`src/inc/acis_pkg.sv`:
```
// package for the converter channel input-select register block
package acis_pkg;

    // register indices; byte address is four times the index
    localparam logic [7:0] CHAN_IDX_0      = 8'h10;
    localparam logic [7:0] CHAN_IDX_1      = 8'h11;
    localparam logic [7:0] CHAN_IDX_2      = 8'h12;
    localparam logic [7:0] CHAN_IDX_3      = 8'h13;
    localparam int         NUM_CHANNELS    = 4;
    localparam int         ADDR_W          = 10;

    // field positions
    localparam int         NEG_LSB         = 0;
    localparam int         NEG_MSB         = 4;
    localparam int         POS_LSB         = 5;
    localparam int         POS_MSB         = 9;
    localparam int         SETUP_LSB       = 12;
    localparam int         SETUP_MSB       = 13;
    localparam int         ENABLE_BIT      = 15;

    // writable bits: enable, setup, positive and negative selectors
    localparam logic [15:0] CHAN_WR_MASK   = 16'hb3ff;

    // reset values
    localparam logic [15:0] CHAN0_RESET    = 16'h8001;
    localparam logic [15:0] CHAN_RESET     = 16'h0001;

    // source codes shared by both selectors
    localparam logic [4:0] SRC_AIN_LAST    = 5'h04;
    localparam logic [4:0] SRC_TEMP_POS    = 5'h11;
    localparam logic [4:0] SRC_TEMP_NEG    = 5'h12;
    localparam logic [4:0] SRC_SUPPLY_POS  = 5'h13;
    localparam logic [4:0] SRC_SUPPLY_NEG  = 5'h14;
    localparam logic [4:0] SRC_REF_POS     = 5'h15;
    localparam logic [4:0] SRC_REF_NEG     = 5'h16;

    // decoded source classes
    localparam logic [2:0] CLS_AIN         = 3'h0;
    localparam logic [2:0] CLS_TEMP        = 3'h1;
    localparam logic [2:0] CLS_SUPPLY      = 3'h2;
    localparam logic [2:0] CLS_REF         = 3'h3;
    localparam logic [2:0] CLS_INVALID     = 3'h7;

    // bus slave states
    typedef enum logic [2:0] {
        BUS_IDLE = 3'b001,
        BUS_ACK  = 3'b010,
        BUS_DONE = 3'b100
    } acis_bus_state_t;

    // classify a five-bit selector code
    function automatic logic [2:0] acis_classify(input logic [4:0] code);
        if (code <= SRC_AIN_LAST) begin
            return CLS_AIN;
        end else if (code == SRC_TEMP_POS || code == SRC_TEMP_NEG) begin
            return CLS_TEMP;
        end else if (code == SRC_SUPPLY_POS || code == SRC_SUPPLY_NEG) begin
            return CLS_SUPPLY;
        end else if (code == SRC_REF_POS || code == SRC_REF_NEG) begin
            return CLS_REF;
        end
        return CLS_INVALID;
    endfunction

endpackage

```
`src/core/acis_channel_reg.sv`:
```
// one channel configuration register, output as one 16-bit word; acis_top slices its fields
`timescale 1ns/1ps
`default_nettype none
module acis_channel_reg
    import acis_pkg::*;
#(
    parameter logic [15:0] RESET_VALUE = 16'h0001
) (
    // clock and reset
    input  wire logic        clk,
    input  wire logic        rst_n,
    input  wire logic        clk_en,
    // write port
    input  wire logic        wr_en,
    input  wire logic [15:0] wr_data,
    // register contents
    output logic      [15:0] value
);
    // reserved bits masked so they always read zero
    always_ff @(posedge clk) begin
        if (!rst_n) begin
            value <= RESET_VALUE;
        end else if (clk_en && wr_en) begin
            value <= wr_data & CHAN_WR_MASK;
        end
    end
endmodule
`default_nettype wire

```
`src/core/acis_top.sv`:
```
// channel input-select register block behind an avalon-mm slave
// Function
// - negative selector bits 4:0, resets to 1
// - selector codes: pins, temp, supply, reference
// - channels 1-3 at 0x11-0x13, reset 0x0001
// - all channels share layout, independent control
// - enable, setup, positive, negative field layout
// - positive selector bits 9:5, resets to 0
// - two-bit setup choice in bits 13:12
//
// Added by the designer: the Avalon-MM slave port.
`timescale 1ns/1ps
`default_nettype none
module acis_top (
    // clock and reset
    input  wire logic                       clk,
    input  wire logic                       rst_n,
    input  wire logic                       clk_en,
    // avalon-mm slave
    input  wire logic [acis_pkg::ADDR_W-1:0] avs_address,
    input  wire logic                       avs_read,
    input  wire logic                       avs_write,
    input  wire logic [31:0]                avs_writedata,
    input  wire logic [3:0]                 avs_byteenable,
    output logic      [31:0]                avs_readdata,
    output logic      [1:0]                 avs_response,
    output logic                            avs_waitrequest,
    // per-channel selections toward the converter
    output logic      [3:0]                 channel_enable_bit,
    output logic      [7:0]                 setup_choice,
    output logic      [19:0]                positive_input_select,
    output logic      [19:0]                negative_input_select,
    output logic      [3:0]                 channel_fault
);
    import acis_pkg::*;

    acis_bus_state_t  state;
    logic [15:0]      chan_value [NUM_CHANNELS];
    logic [3:0]       hit;
    logic [3:0]       wr_sel;
    logic [15:0]      merged;
    logic [15:0]      read_word;
    logic             mapped;
    logic [7:0]       index;
    logic             request;
    logic             take;
    // next values of the field outputs
    logic [3:0]       next_enable;
    logic [7:0]       next_setup;
    logic [19:0]      next_pos;
    logic [19:0]      next_neg;
    logic [3:0]       next_fault;
    logic [3:0]       pos_bad;
    logic [3:0]       neg_bad;

    // a selector code that the source table does not name
    function automatic logic code_invalid(input logic [4:0] code);
        return acis_classify(code) == CLS_INVALID;
    endfunction

    // word index from the byte address
    assign index  = avs_address[9:2];
    assign hit[0] = (index == CHAN_IDX_0);
    assign hit[1] = (index == CHAN_IDX_1);
    assign hit[2] = (index == CHAN_IDX_2);
    assign hit[3] = (index == CHAN_IDX_3);
    assign mapped = |hit;

    // taken only from idle, so a request held over the answer is seen once
    assign request = avs_read || avs_write;
    assign take    = (state == BUS_IDLE) && request;

    // read mux of the selected channel
    always_comb begin
        read_word = 16'h0000;
        for (int i = 0; i < NUM_CHANNELS; i++) begin
            if (hit[i]) begin
                read_word = chan_value[i];
            end
        end
    end

    // byte-lane merge; lanes 2 and 3 lie outside the 16-bit register
    always_comb begin
        merged = read_word;
        if (avs_byteenable[0]) begin
            merged[7:0] = avs_writedata[7:0];
        end
        if (avs_byteenable[1]) begin
            merged[15:8] = avs_writedata[15:8];
        end
    end

    // write happens in the ack cycle, when waitrequest is low
    assign wr_sel = (state == BUS_ACK && avs_write) ? hit : 4'h0;

    // one register per channel, each controlled on its own
    genvar g;
    generate
        for (g = 0; g < NUM_CHANNELS; g++) begin : gen_chan
            acis_channel_reg #(
                .RESET_VALUE (g == 0 ? CHAN0_RESET : CHAN_RESET)
            ) u_chan (
                .clk     (clk),
                .rst_n   (rst_n),
                .clk_en  (clk_en),
                .wr_en   (wr_sel[g]),
                .wr_data (merged),
                .value   (chan_value[g])
            );

            // slice the stored word into its fields
            assign next_enable[g]     = chan_value[g][ENABLE_BIT];
            assign next_setup[2*g+:2] = chan_value[g][SETUP_MSB:SETUP_LSB];
            assign next_pos[5*g+:5]   = chan_value[g][POS_MSB:POS_LSB];
            assign next_neg[5*g+:5]   = chan_value[g][NEG_MSB:NEG_LSB];
            // flag codes outside the table so a stray value is visible
            assign pos_bad[g]         = code_invalid(next_pos[5*g+:5]);
            assign neg_bad[g]         = code_invalid(next_neg[5*g+:5]);
            assign next_fault[g]      = pos_bad[g] || neg_bad[g];
        end
    endgenerate

    // channel enables toward the converter
    always_ff @(posedge clk) begin
        if (!rst_n) begin
            channel_enable_bit <= 4'h0;
        end else if (clk_en) begin
            channel_enable_bit <= next_enable;
        end
    end

    // setup choices toward the converter
    always_ff @(posedge clk) begin
        if (!rst_n) begin
            setup_choice <= 8'h00;
        end else if (clk_en) begin
            setup_choice <= next_setup;
        end
    end

    // positive input selections toward the converter
    always_ff @(posedge clk) begin
        if (!rst_n) begin
            positive_input_select <= 20'h00000;
        end else if (clk_en) begin
            positive_input_select <= next_pos;
        end
    end

    // negative input selections toward the converter
    always_ff @(posedge clk) begin
        if (!rst_n) begin
            negative_input_select <= 20'h00000;
        end else if (clk_en) begin
            negative_input_select <= next_neg;
        end
    end

    // fault level, same lag as the fields it describes
    always_ff @(posedge clk) begin
        if (!rst_n) begin
            channel_fault <= 4'h0;
        end else if (clk_en) begin
            channel_fault <= next_fault;
        end
    end

    // bus handshake: idle -> ack (waitrequest low one cycle) -> done
    // done forces a release cycle so a held request is not taken twice
    always_ff @(posedge clk) begin
        if (!rst_n) begin
            state <= BUS_IDLE;
        end else if (clk_en) begin
            unique case (state)
                BUS_IDLE: begin
                    if (request) begin
                        state <= BUS_ACK;
                    end
                end
                BUS_ACK:  state <= BUS_DONE;
                BUS_DONE: state <= BUS_IDLE;
                default:  state <= BUS_IDLE;
            endcase
        end
    end

    // waitrequest low for exactly the one answer cycle
    always_ff @(posedge clk) begin
        if (!rst_n) begin
            avs_waitrequest <= 1'b1;
        end else if (clk_en) begin
            avs_waitrequest <= !take;
        end
    end

    // read data held until the next request is taken
    always_ff @(posedge clk) begin
        if (!rst_n) begin
            avs_readdata <= 32'h0000_0000;
        end else if (clk_en && take) begin
            avs_readdata <= {16'h0000, read_word};
        end
    end

    // response held with the read data
    always_ff @(posedge clk) begin
        if (!rst_n) begin
            avs_response <= 2'h0;
        end else if (clk_en && take) begin
            if (mapped) begin
                avs_response <= 2'h0;
            end else begin
                // unmapped: decode error, the write is dropped
                avs_response <= 2'h3;
            end
        end
    end

    // software side obligation: supply-divider codes need buffers on first;
    // this block stores the code as written and leaves sequencing to software
endmodule
`default_nettype wire

```
`config.mk`:
```
export PLATFORM = sky130hd
export DESIGN_NAME = acis_top
export DESIGN_NICKNAME = d
export VERILOG_FILES = /design/src/inc/acis_pkg.sv /design/src/core/acis_channel_reg.sv /design/src/core/acis_top.sv
export SDC_FILE = /design/constraint.sdc
export NUM_CORES = 1
export LEC_CHECK = 0
export BUFFER_PORTS_ARGS = -buffer_cell sky130_fd_sc_hd__buf_4
export CAP_MARGIN = 20
export CORE_MARGIN = 4
export CORE_UTILIZATION = 53
export DETAILED_ROUTE_END_ITERATION = 10
export GPL_TIMING_DRIVEN = 0
export PLACE_DENSITY = 0.79
export SYNTH_ARGS = -nofsm -noshare
export SYNTH_HDL_FRONTEND = slang
export SYNTH_SLANG_ARGS = --single-unit
```
`constraint.sdc`:
```
create_clock -name clk -period 2.1 [get_ports clk]
set_clock_uncertainty 0.15 [all_clocks]
set_input_delay 0.105 -clock clk [delete_from_list [all_inputs] [get_ports clk]]
set_output_delay 0.105 -clock clk [all_outputs]
set_load 0.005 [all_outputs]
```
Yosys cells after proc, flatten, opt, wreduce, memory -nomap -nowiden
Cells that the tools add are included.
{ "op_classes": {"mux": 82, "order_cmp": 8, "n_eq_ne": 63, "n_reduce_logical": 39} }
{ "op_table": {"columns": ["op", "n"], "rows": [
  ["$eq A5 B5 Y1 const B", 48],
  ["$mux W3", 41],
  ["$mux W16", 4],
  ["$le A5 B3 Y1 const B", 8],
  ["$eq A8 B5 Y1 const B", 4],
  ["$mux W1", 32],
  ["$logic_or A1 B1 Y1", 29],
  ["$eq A3 B3 Y1 const B", 8],
  ["$mux W8", 2],
  ["$logic_and A1 B1 Y1", 7],
  ["$pmux W3 S2", 1],
  ["$mux W4", 1],
  ["$reduce_or A4 Y1", 1],
  ["$eq A3 B1 Y1 const B", 1],
  ["$eq A3 B2 Y1 const B", 1],
  ["$mux W2", 1],
  ["$ne A2 B2 Y1 const B", 1],
  ["$reduce_and A2 Y1", 1],
  ["$logic_not A1 Y1", 1]
]} }
{ "totals": {"output_inout_bits": 91, "regBits": 130, "inputBits": 51, "word_cells": 205} }

Longest topological paths before layout
Gate-level depths: netlist of the first run.
{ "logic_depth": {"word_depth": 9, "ltp_mapped": 7, "mapped_depth_nobuf": 4} }

By module
From an unflattened synthesis of the first run, not the netlist that was laid out.
{ "hier_totals": {"cells_unflattened": 617, "area_unflattened_um2": 6109.6} }
{ "by_module_without_submodules": {"columns": ["mod", "n_inst", "area_each_um2", "cells_each", "seq_area_each_um2"], "rows": [
  ["acis_top", 1, 3774.9, 366, 1541.5],
  ["acis_channel_reg (gen_chan[1].u_chan ...)", 3, 583.1, 63, 260.2],
  ["acis_channel_reg (gen_chan[0].u_chan)", 1, 585.6, 62, 260.2]
]} }

Least setup slack after synthesis of the first run
OpenSTA, ideal clock, no wires.
{ "synth_timing": {"path_kind": "flip-flop to flip-flop", "from": "register state[1]", "to": "register gen_chan[2].u_chan.value[5]", "path_buffers": 1, "t_required_ns": 1.824, "stages_incl_launch_ff": 6, "path_slack_ns": 0.224, "synth_period_minus_slack_ns": 1.876, "setup_time_ns": 0.126, "t_arrival_ns": 1.600, "path_cell_list": "dfxtp_1 -> or3b_2 -> o41a_2 -> buf_4 -> nand2_1 -> o21ai_2"} }
{ "synth_via": {"elab_chain_len": 4} }
{ "synth_rtl": {"columns": ["element", "line", "text"], "rows": [
  ["start, declared", "acis_top.sv:37", "acis_bus_state_t state;"],
  ["start signal, assigned", "acis_top.sv:173", "state <= BUS_IDLE;"],
  ["start signal, assigned", "acis_top.sv:178", "state <= BUS_ACK;"],
  ["start signal, assigned", "acis_top.sv:181", "BUS_ACK: state <= BUS_DONE;"],
  ["$eq A3 B2 Y1", "acis_top.sv:95", "assign wr_sel = (state == BUS_ACK && avs_write) ? hit : 4'h0;"],
  ["$logic_and A1 B1 Y1", "acis_top.sv:95", null],
  ["$mux W4", "acis_top.sv:95", null],
  ["$logic_and A1 B1 Y1", "acis_channel_reg.sv:23", "end else if (clk_en && wr_en) begin"],
  ["end signal, assigned", "acis_channel_reg.sv:24", "value <= wr_data & CHAN_WR_MASK;"],
  ["end, declared", "acis_channel_reg.sv:17", "output logic [15:0] value"]
]} }
No other way between the ends.
A chain may end at the register's enable or synchronous reset.

Final worst setup path of the first run
{ "layout_timing": {"from": "input port avs_address[5] in the netlist's numbering", "to": "register gen_chan[3].u_chan.value[9]"} }
{ "layout_via": {"elab_chain_len": 6, "elab_cells_between_ends": 11, "classes_between": "eq/ne: 4; mux: 6; reduce/logical: 1"} }
{ "layout_rtl": {"columns": ["element", "line", "text"], "rows": [
  ["start, declared", "acis_top.sv:20", "input wire logic [acis_pkg::ADDR_W-1:0] avs_address,"],
  ["$eq A8 B5 Y1", "acis_top.sv:63", "assign hit[0] = (index == CHAN_IDX_0);"],
  ["$mux W16 (4 in a row)", "acis_top.sv:77", "if (hit[i]) begin"],
  ["$mux W8", "acis_top.sv:89", "if (avs_byteenable[1]) begin"],
  ["end signal, assigned", "acis_channel_reg.sv:24", null],
  ["end, declared", "acis_channel_reg.sv:17", null]
]} }
Parallel ways exist; a longest one is shown, timed or not.

==> flow_summary.ini, run 1 <==
[placement]
dpl.hpwl_um = 12000
placed_area_um2 = 6680
port_buffers = 95
place_congestion = 0.882
place_ws_ns = -0.321

[sta]
max_freq_ghz = 0.487
slew_headroom_pct = 44.2
worst-slew-pin-transition_ns = 0.837
fin_ws_ns = 0.0471
rsz0062_at_grt = no
finalHoldViolations = 0
post-route-min-period_ns = 2.05
fin_tns_setup_ns = 0
fin_crit_sh_pct = 97.8
finalMaxSlewViolations = 0
setup_viol = 0

[clock_tree]
insertion_delay_ns = 0.53
numClockSinks = 126
cts_tree = built
path_clk_slew_ns = 0.06
cts_buffer_depth = 2
numCtsBuffers = 17
root_buffer = clkbuf_8
cts_max_level = 4

[floorplan]
num_rows = 37
die_area_um2 = 12500
start_util_pct = 55.0
ios = 142
core_area_um2 = 10400
die_y_um = 112
die_w_um = 112

[global_routing]
antenna_found_initial = 0
grtUsageMet1_pct = 35.5
grt_start_max_net_pins = 17
grtUsageMet2_pct = 45.2
grt_pass1_vias = 5003
grtUsageMet3_pct = 7.45
busiest_layer = met2
grt_overflow_total = 0
grt_pass1_wl_um = 27500
grt_use_total_pct = 27.9

[yosys]
ys_seq_elements = 126
synth.avg_cell_area_um2 = 9.88
synth_area_um2 = 5730
synthFlopType = dfxtp_1
syn_inst = 580
ys_seq_area_share_pct = 44.0
synth_area_leaders = dfxtp_1 44%, mux2i_1 13%, nor2b_1 5.9%
synth_edf_count = 0
synth_largest_area_cell = dfxtp_1
synth.top_cell.area_share_pct = 44.0
synthArstFlopShare_pct = 0
yosysUniqueCellTypes = 53
ys_warn_count = 0

[finish]
final_nets = 789
stdcell_area_um2 = 7530
final_cell_mix = 126 x dfxtp_1, 118 x buf_4, 74 x mux2i_1
area_delta_synth_final_pct = 31.4
final_common_cell = dfxtp_1
antenna_cells = 0
drive_above_1_share_pct = 25.3

[critical_path]
reg2reg_slack_ns = 0.11
ff2ff_path_depth = 5
start_kind = input pin
worst-path-max-fanout = 10
worstPathArrival_ns = 2.36
r2r_start = state[1]
endpoint = gen_chan[3].u_chan.value[9]
critPathLaunch = avs_address[5]
criticalPathCategory = in2reg
rr_endpoint = gen_chan[1].u_chan.value[0]
crit_required_ns = 2.41
worst_setup_path_end_kind = register

[route]
routed_wl_um = 17800
vias = 5236
vias_per_cell = 5.90
routedWlPerCell_um = 20.0
antenna_left = 0
drtIter0Drc = 498
dr.pass1.iters = 6
drc = 0

[power_and_ir_drop]
power_density_nw_per_um2 = 769
vdd_drop_max_mv = 0.495
p_leak_nw = 3.15

[worst_hold_path]
hold_path.class = in2reg

[flow_run]
cap_violations = 0

[run_status]
outcome = finished clean
[cells by family after synthesis]
family                     Yosys count  synth area share [%]
and+or+nand+nor                    158                  16.0
adders and majority gates            8                  1.40
other                                1                0.0654
DFF                                126                  44.0
muxes                               76                  13.7
AOI/OAI and AO/OA                  138                  17.4
buffers and inverters               73                  7.42
[final cells by class]
type / count / area (um2)
Fill cell: 781 / 2880
Tap cell: 136 / 170
Clock buffer: 22 / 453
Clock inverter: 10 / 114
Inverter: 10 / 37.5
Timing Repair Buffer: 121 / 968
Sequential cell: 126 / 2520
Buffer: 63 / 395
Multi-Input combinational cell: 399 / 2870
[worst min path at each step]
stage	startpoint	end	slack, ns	cells after the start
floorplan	avs_writedata[15]	gen_chan[2].u_chan.value[15]	0.16	2
CTS	avs_address[7]	gen_chan[3].u_chan.value[0]	0.03	5
global placement	avs_writedata[15]	gen_chan[2].u_chan.value[15]	0.28	3
global route	avs_address[7]	gen_chan[2].u_chan.value[0]	0.06	5
detailed placement	avs_writedata[12]	gen_chan[2].u_chan.value[12]	0.29	3
finish	avs_address[7]	gen_chan[3].u_chan.value[0]	0.04	5
[metal layers]
metal / share of wire [%] / wire [um]
met1: 40 / 7040
met5: 0 / 0
met3: 11 / 1900
met4: 3.1 / 558
met2: 46 / 8260
[state kept, by name, summed over array words and instances (netlist names)]
| name | count |
|---|---|
| setup_choice | 8 |
| negative_input_select | 20 |
| channel_enable_bit | 4 |
| avs_readdata | 13 |
| avs_response | 1 |
| avs_waitrequest | 1 |
| channel_fault | 4 |
| positive_input_select | 20 |
| state | 3 |
| gen_chan.u_chan.value | 52 |
[through the flow]
stage                     std cells  hold WS (ns)  utilization (%)  power, W
after floorplan                 598         0.163                -   0.00279
after global placement          829         0.281             64.2   0.00296
after detailed placement        829         0.293             64.2   0.00297
after CTS                       887        0.0259             72.1   0.00578
after global routing            887        0.0557             72.3   0.00594
final                           887        0.0396             72.3   0.00579
[power by group]
group	total, W	internal, W	switching, W
logic	0.000517	0.000248	0.000270
registers	0.00246	0.00243	0.0000252
clock network	0.00282	0.00174	0.00107
total	0.00579	0.00442	0.00137
[Yosys cell counts, drive strengths merged, types with 3 or more instances]
| cell type | n |
|---|---|
| nor2b | 54 |
| clkbuf | 27 |
| nand2b | 8 |
| inv | 10 |
| dfxtp | 126 |
| nor2 | 20 |
| o21ai | 42 |
| mux2i | 74 |
| nor3b | 5 |
| a2111oi | 3 |
| maj3 | 8 |
| a31oi | 3 |
| o2bb2ai | 36 |
| a32oi | 12 |
| buf | 36 |
| a21oi | 17 |
| a221oi | 12 |
| nor3 | 3 |
| nand2 | 36 |
| nor4 | 10 |
| a21boi | 3 |
| or2b | 5 |
[critical path, cell delays in order]
cell and delay [ns]:
dlygate4sd3_1 0.54, buf_4 0.13, or2_2 0.29, clkbuf_8 0.18
nor3_1 0.51, a32oi_1 0.36, o2bb2ai_1 0.23
[repair_timing]
action	CTS	global route
gates resized for setup	1	12
endpoints found under the setup margin	31	37
setup buffers	2	0
pin swaps	1	1
hold buffers	24	0
hold endpoints to repair	61	0
gates cloned	0	0
Power figures use the tool's default switching activity.
==> inputs of run 2 (changes only) <==
CORE_UTILIZATION = 54   (was 53)
PLACE_DENSITY = 0.8   (was 0.79)
SYNTH_HIERARCHICAL = 1   (was default)
==> run 2 against run 1 <==
  * First-iteration DRC count is 20% lower
  * Non-clock buffer count is 3 lower
  * Setup slack better by 0.044 ns
  * Clock-buffer cell count stayed put
  * Maximum frequency is 2.2% higher
  * Critical path depth is 2 lower
  * Synthesized cell count is 5.9% higher
  * Highest routed layer unchanged
==> flow_summary.ini, run 2 <==
[floorplan]
start_util_pct = 55.6
num_rows = 38
die_w_um = 114
die_area_um2 = 13000
die_y_um = 114
core_area_um2 = 10900
ios = 142

[clock_tree]
root_buffer = clkbuf_16
numClockSinks = 129
insertion_delay_ns = 0.41
cts_tree = built
cts_buffer_depth = 2
path_clk_slew_ns = 0.05
numCtsBuffers = 17
cts_max_level = 4

[global_routing]
grt_overflow_total = 0
antenna_found_initial = 0
grt_pass1_vias = 5321
grt_start_max_net_pins = 24
grt_pass1_wl_um = 27500
grt_use_total_pct = 27.1

[finish]
top_register = gen_chan.u_chan/value
drive_above_1_share_pct = 32.4
seq_area_um2 = 2580
reg_top3 = gen_chan.u_chan/value: 52 flops, negative_input_select: 20 flops, positive_input_select: 20 flops
fillers = 835
final_nets = 809
final_cell_mix = 136 x buf_4, 129 x dfxtp_1, 59 x nor2_1
final_cells = 908
final_common_cell = buf_4
antenna_cells = 0
multiInputGateArea_um2 = 3040
largest_reg_flops = 52
area_delta_synth_final_pct = 26.7

[critical_path]
worst_setup_path_end_kind = register
r2r_start = gen_chan[3].u_chan/value[0]
worstPathArrival_ns = 2.20
criticalPathCategory = reg2reg
crit_required_ns = 2.29
worst-path-max-fanout = 6
ff2ff_path_depth = 5
start_kind = register
reg2reg_slack_ns = 0.09
rr_endpoint = gen_chan[3].u_chan/value[0]

[flow_run]
cap_violations = 0

[route]
vias_per_cell = 5.89
drc = 0
routed_wl_um = 17400
routedWlPerCell_um = 19.1
drtIter0Drc = 396
dr.pass1.iters = 5
antenna_left = 0
vias = 5351

[power_and_ir_drop]
vdd_drop_max_mv = 0.408
finalPower_w = 0.00566
power_density_nw_per_um2 = 735
p_leak_nw = 3.35

[yosys]
syn_inst = 614
synth_area_um2 = 6080
synth.avg_cell_area_um2 = 9.91
ys_warn_count = 6

[worst_hold_path]
whs_path_depth = 4
hold_path.class = in2reg
hp-start = avs_writedata[13]
hold_end = gen_chan[1].u_chan/value[13]

[sta]
max_freq_ghz = 0.498
setup_viol = 0
fin_ws_ns = 0.0909
finalHoldViolations = 0
slew_headroom_pct = 52.6
hold_ws_ns = 0.0801
worst-slew-pin-transition_ns = 0.711
rsz0062_at_grt = no
fin_crit_sh_pct = 95.7
finalMaxSlewViolations = 0
post-route-min-period_ns = 2.01

[placement]
place_ws_ns = -0.336
post-place-cells = 876
place_congestion = 0.946
dpl.hpwl_um = 12600
port_buffers = 99

[run_status]
outcome = finished clean
run 2: metrics by stage:
stage                     TNS [ns]  cell area (um2)  util, %
after floorplan                  0             6170        -
final                            0             7710     70.5
after global routing             0             7710     70.5
after CTS                   -0.208             7670     70.2
after global placement       -6.49             7090     64.8
after detailed placement     -9.54             7090     64.8
run 2: how the worst max path moves through the flow:
stage | from | to | cells past startpoint
after global placement | avs_address[7] | gen_chan[0].u_chan/value[15] | 8
after global routing | rst_n | positive_input_select[17] | 6
final | gen_chan[3].u_chan/value[0] | gen_chan[3].u_chan/value[0] | 5
after floorplan | avs_address[7] | gen_chan[1].u_chan/value[0] | 7
after CTS | state[1] | gen_chan[1].u_chan/value[5] | 6
after detailed placement | avs_address[7] | gen_chan[0].u_chan/value[13] | 8
run 2: where the power goes:
part / internal, W / switching [W]
registers: 0.00247 / 0.0000131
logic: 0.000189 / 0.000242
clock network: 0.00175 / 0.00100
total: 0.00440 / 0.00126
run 2: layer usage:
metal / up-vias / global-route usage (%) / share of wire (%)
li1: 2478 / - / -
met3: 45 / 7.51 / 11
met5: - / 0 / 0
met1: 2533 / 34.1 / 39
met4: 0 / 12.7 / 3.2
met2: 295 / 43.4 / 47
run 2: cell type report:
type | instances | area share (%)
plain buffers | 79 | 7.40
clock buffers | 22 | 5.89
clock inverters | 7 | 1.14
inverters | 8 | 0.390
multi-input cells | 421 | 39.4
flip-flops and latches | 129 | 33.5
well taps | 140 | 2.27
repair buffers | 102 | 10.0
run 2: repair_timing:
item / in CTS / in global routing
gates resized for setup: 6 / 13
setup buffers: 0 / 1
hold buffers: 2 / 0
hold endpoints to repair: 13 / 0
cloned: 0 / 0
setup endpoints to repair: 39 / 61
pin swaps: 0 / 1
run 2: worst max-delay path, cell delays in order (launching register included):
cell	delay [ns]
dfxtp_1	0.52
mux4_1	0.40
nand3_1	0.10
o21ai_1	0.45
nand3_1	0.20
o211ai_2	0.12
==> inputs of run 3 (changes only) <==
ABC_AREA = 1   (was default)
==> run 3 against run 2 <==
  * Maximum frequency grew 1.3%
  * Flip-flop and latch count unchanged
  * Synthesized cell count rose by 45%
  * Critical path depth increased by 6
  * Clock-buffer cell count shrank 4
  * Sequential power is 5% higher
  * Clock power rose by 5%
  * Non-clock buffer count up 17
  * Global-route usage increased by 3.6 points
  * Hold slack got worse by 0.054 ns
  * Setup slack better by 0.026 ns
==> flow_summary.ini, run 3 <==
[run_status]
outcome = finished clean

[power_and_ir_drop]
vdd_drop_max_mv = 0.443
p_leak_nw = 3.86
finalPower_w = 0.00612
power_density_nw_per_um2 = 780

[yosys]
synth.avg_cell_area_um2 = 6.78
synth_area_um2 = 6020
syn_inst = 888
ys_warn_count = 6

[critical_path]
start_kind = input pin
worstPathArrival_ns = 2.23
worst_setup_path_end_kind = register
criticalPathCategory = in2reg
worst-path-max-fanout = 10
crit_required_ns = 2.35

[sta]
finalMaxSlewViolations = 0
max_freq_ghz = 0.504
finalHoldViolations = 0
rsz0062_at_grt = yes
post-route-min-period_ns = 1.98
setup_viol = 0
fin_crit_sh_pct = 94.4
slew_headroom_pct = 56.3
worst-slew-pin-transition_ns = 0.655

[finish]
reg_top3 = gen_chan.u_chan/value: 52 flops, negative_input_select: 20 flops, positive_input_select: 20 flops
final_nets = 1103
final_cell_mix = 223 x nor2_1, 158 x nand2_1, 143 x buf_4
area_delta_synth_final_pct = 30.3
final_common_cell = nor2_1
antenna_cells = 0
fillers = 940
largest_reg_flops = 52
stdcell_area_um2 = 7850
top_register = gen_chan.u_chan/value
drive_above_1_share_pct = 19.5

[clock_tree]
cts_buffer_depth = 2
numCtsBuffers = 17
cts_max_level = 4
cts_tree = built
path_clk_slew_ns = 0.06
insertion_delay_ns = 0.51
numClockSinks = 129
root_buffer = clkbuf_8

[global_routing]
grt_overflow_total = 0
grt_pass1_wl_um = 31200
grt_use_total_pct = 30.7
grt_start_max_net_pins = 19
antenna_found_initial = 0
grt_pass1_vias = 6060

[placement]
placed_area_um2 = 7030
dpl.hpwl_um = 14000
port_buffers = 100
place_congestion = 0.968

[worst_hold_path]
hold_path.class = in2reg

[route]
antenna_left = 0
routed_wl_um = 19800
vias_per_cell = 5.33
drtIter0Drc = 718
dr.pass1.iters = 7
routedWlPerCell_um = 16.4
drc = 0
vias = 6424

[floorplan]
die_area_um2 = 12900
num_rows = 38
start_util_pct = 55.3
ios = 142
die_y_um = 114
core_area_um2 = 10900
die_w_um = 114

[flow_run]
cap_violations = 0
[run 3: worst max-delay path, cell delays in order]
cell,delay [ns]
dlygate4sd3_1,0.54
buf_4,0.14
nand2_1,0.08
nor2_4,0.24
buf_4,0.24
nand2_1,0.09
nor2_1,0.19
nand2_2,0.18
buf_4,0.23
nor2_1,0.12
nor2_1,0.06
[run 3: layout make-up]
type	instances	area [um2]	area share (%)
Multi-Input combinational cell	632	2780	35.4
Sequential cell	129	2580	32.9
Timing Repair Buffer	122	968	12.3
Buffer	76	492	6.27
Clock buffer	18	418	5.33
Inverter	74	282	3.59
Tap cell	140	175	2.23
Clock inverter	14	155	1.98
[run 3: what timing repair did]
item	in CTS	in global routing
cloned	0	0
hold buffers	21	0
hold endpoints to repair	55	0
pin swaps	0	1
resized for setup	2	4
endpoints found under the setup margin	17	50
buffers inserted	0	1
[run 3: routing by layer]
layer | global-route usage (%) | up-vias | part of all wire [%] | wire length, um
met1 | 41.9 | 2890 | 42 | 8250
met5 | 0 | - | 0 | 0
met2 | 49.7 | 380 | 45 | 8960
met4 | 10.2 | 0 | 3.2 | 636
li1 | - | 3096 | - | -
met3 | 5.15 | 58 | 9.7 | 1920
[run 3: final timing paths]
| path | from | endpoint | slack [ns] | depth (start not counted) |
|---|---|---|---|---|
| max | avs_address[3] | gen_chan[3].u_chan/value[9] | 0.12 | 11 |
| min | avs_address[5] | gen_chan[0].u_chan/value[15] | 0.03 | 6 |
| max reg2reg | state[1] | gen_chan[2].u_chan/value[0] | 0.16 | 8 |
| min reg2reg | positive_input_select[13] | positive_input_select[13] | 0.34 | 2 |
[run 3: stage by stage]
step	setup TNS [ns]	worst slack, ns	hold slack [ns]	util [%]	cells
2_1_floorplan	0	0.358	0.0754	-	911
3_3_place_gp	-3.01	-0.153	0.296	64.6	1151
3_5_place_dp	-2.81	-0.128	0.301	64.6	1151
4_1_cts	0	0.0178	0.0197	71.9	1204
5_1_grt	-0.0633	-0.0409	0.0546	72.1	1205
6_report	0	0.117	0.0257	72.1	1205
[run 3: report_power, final]
group	switching [W]	internal, W	total [W]
clock	0.00118	0.00170	0.00288
sequential	0.0000533	0.00255	0.00260
combinational	0.000343	0.000302	0.000645
total	0.00157	0.00455	0.00612
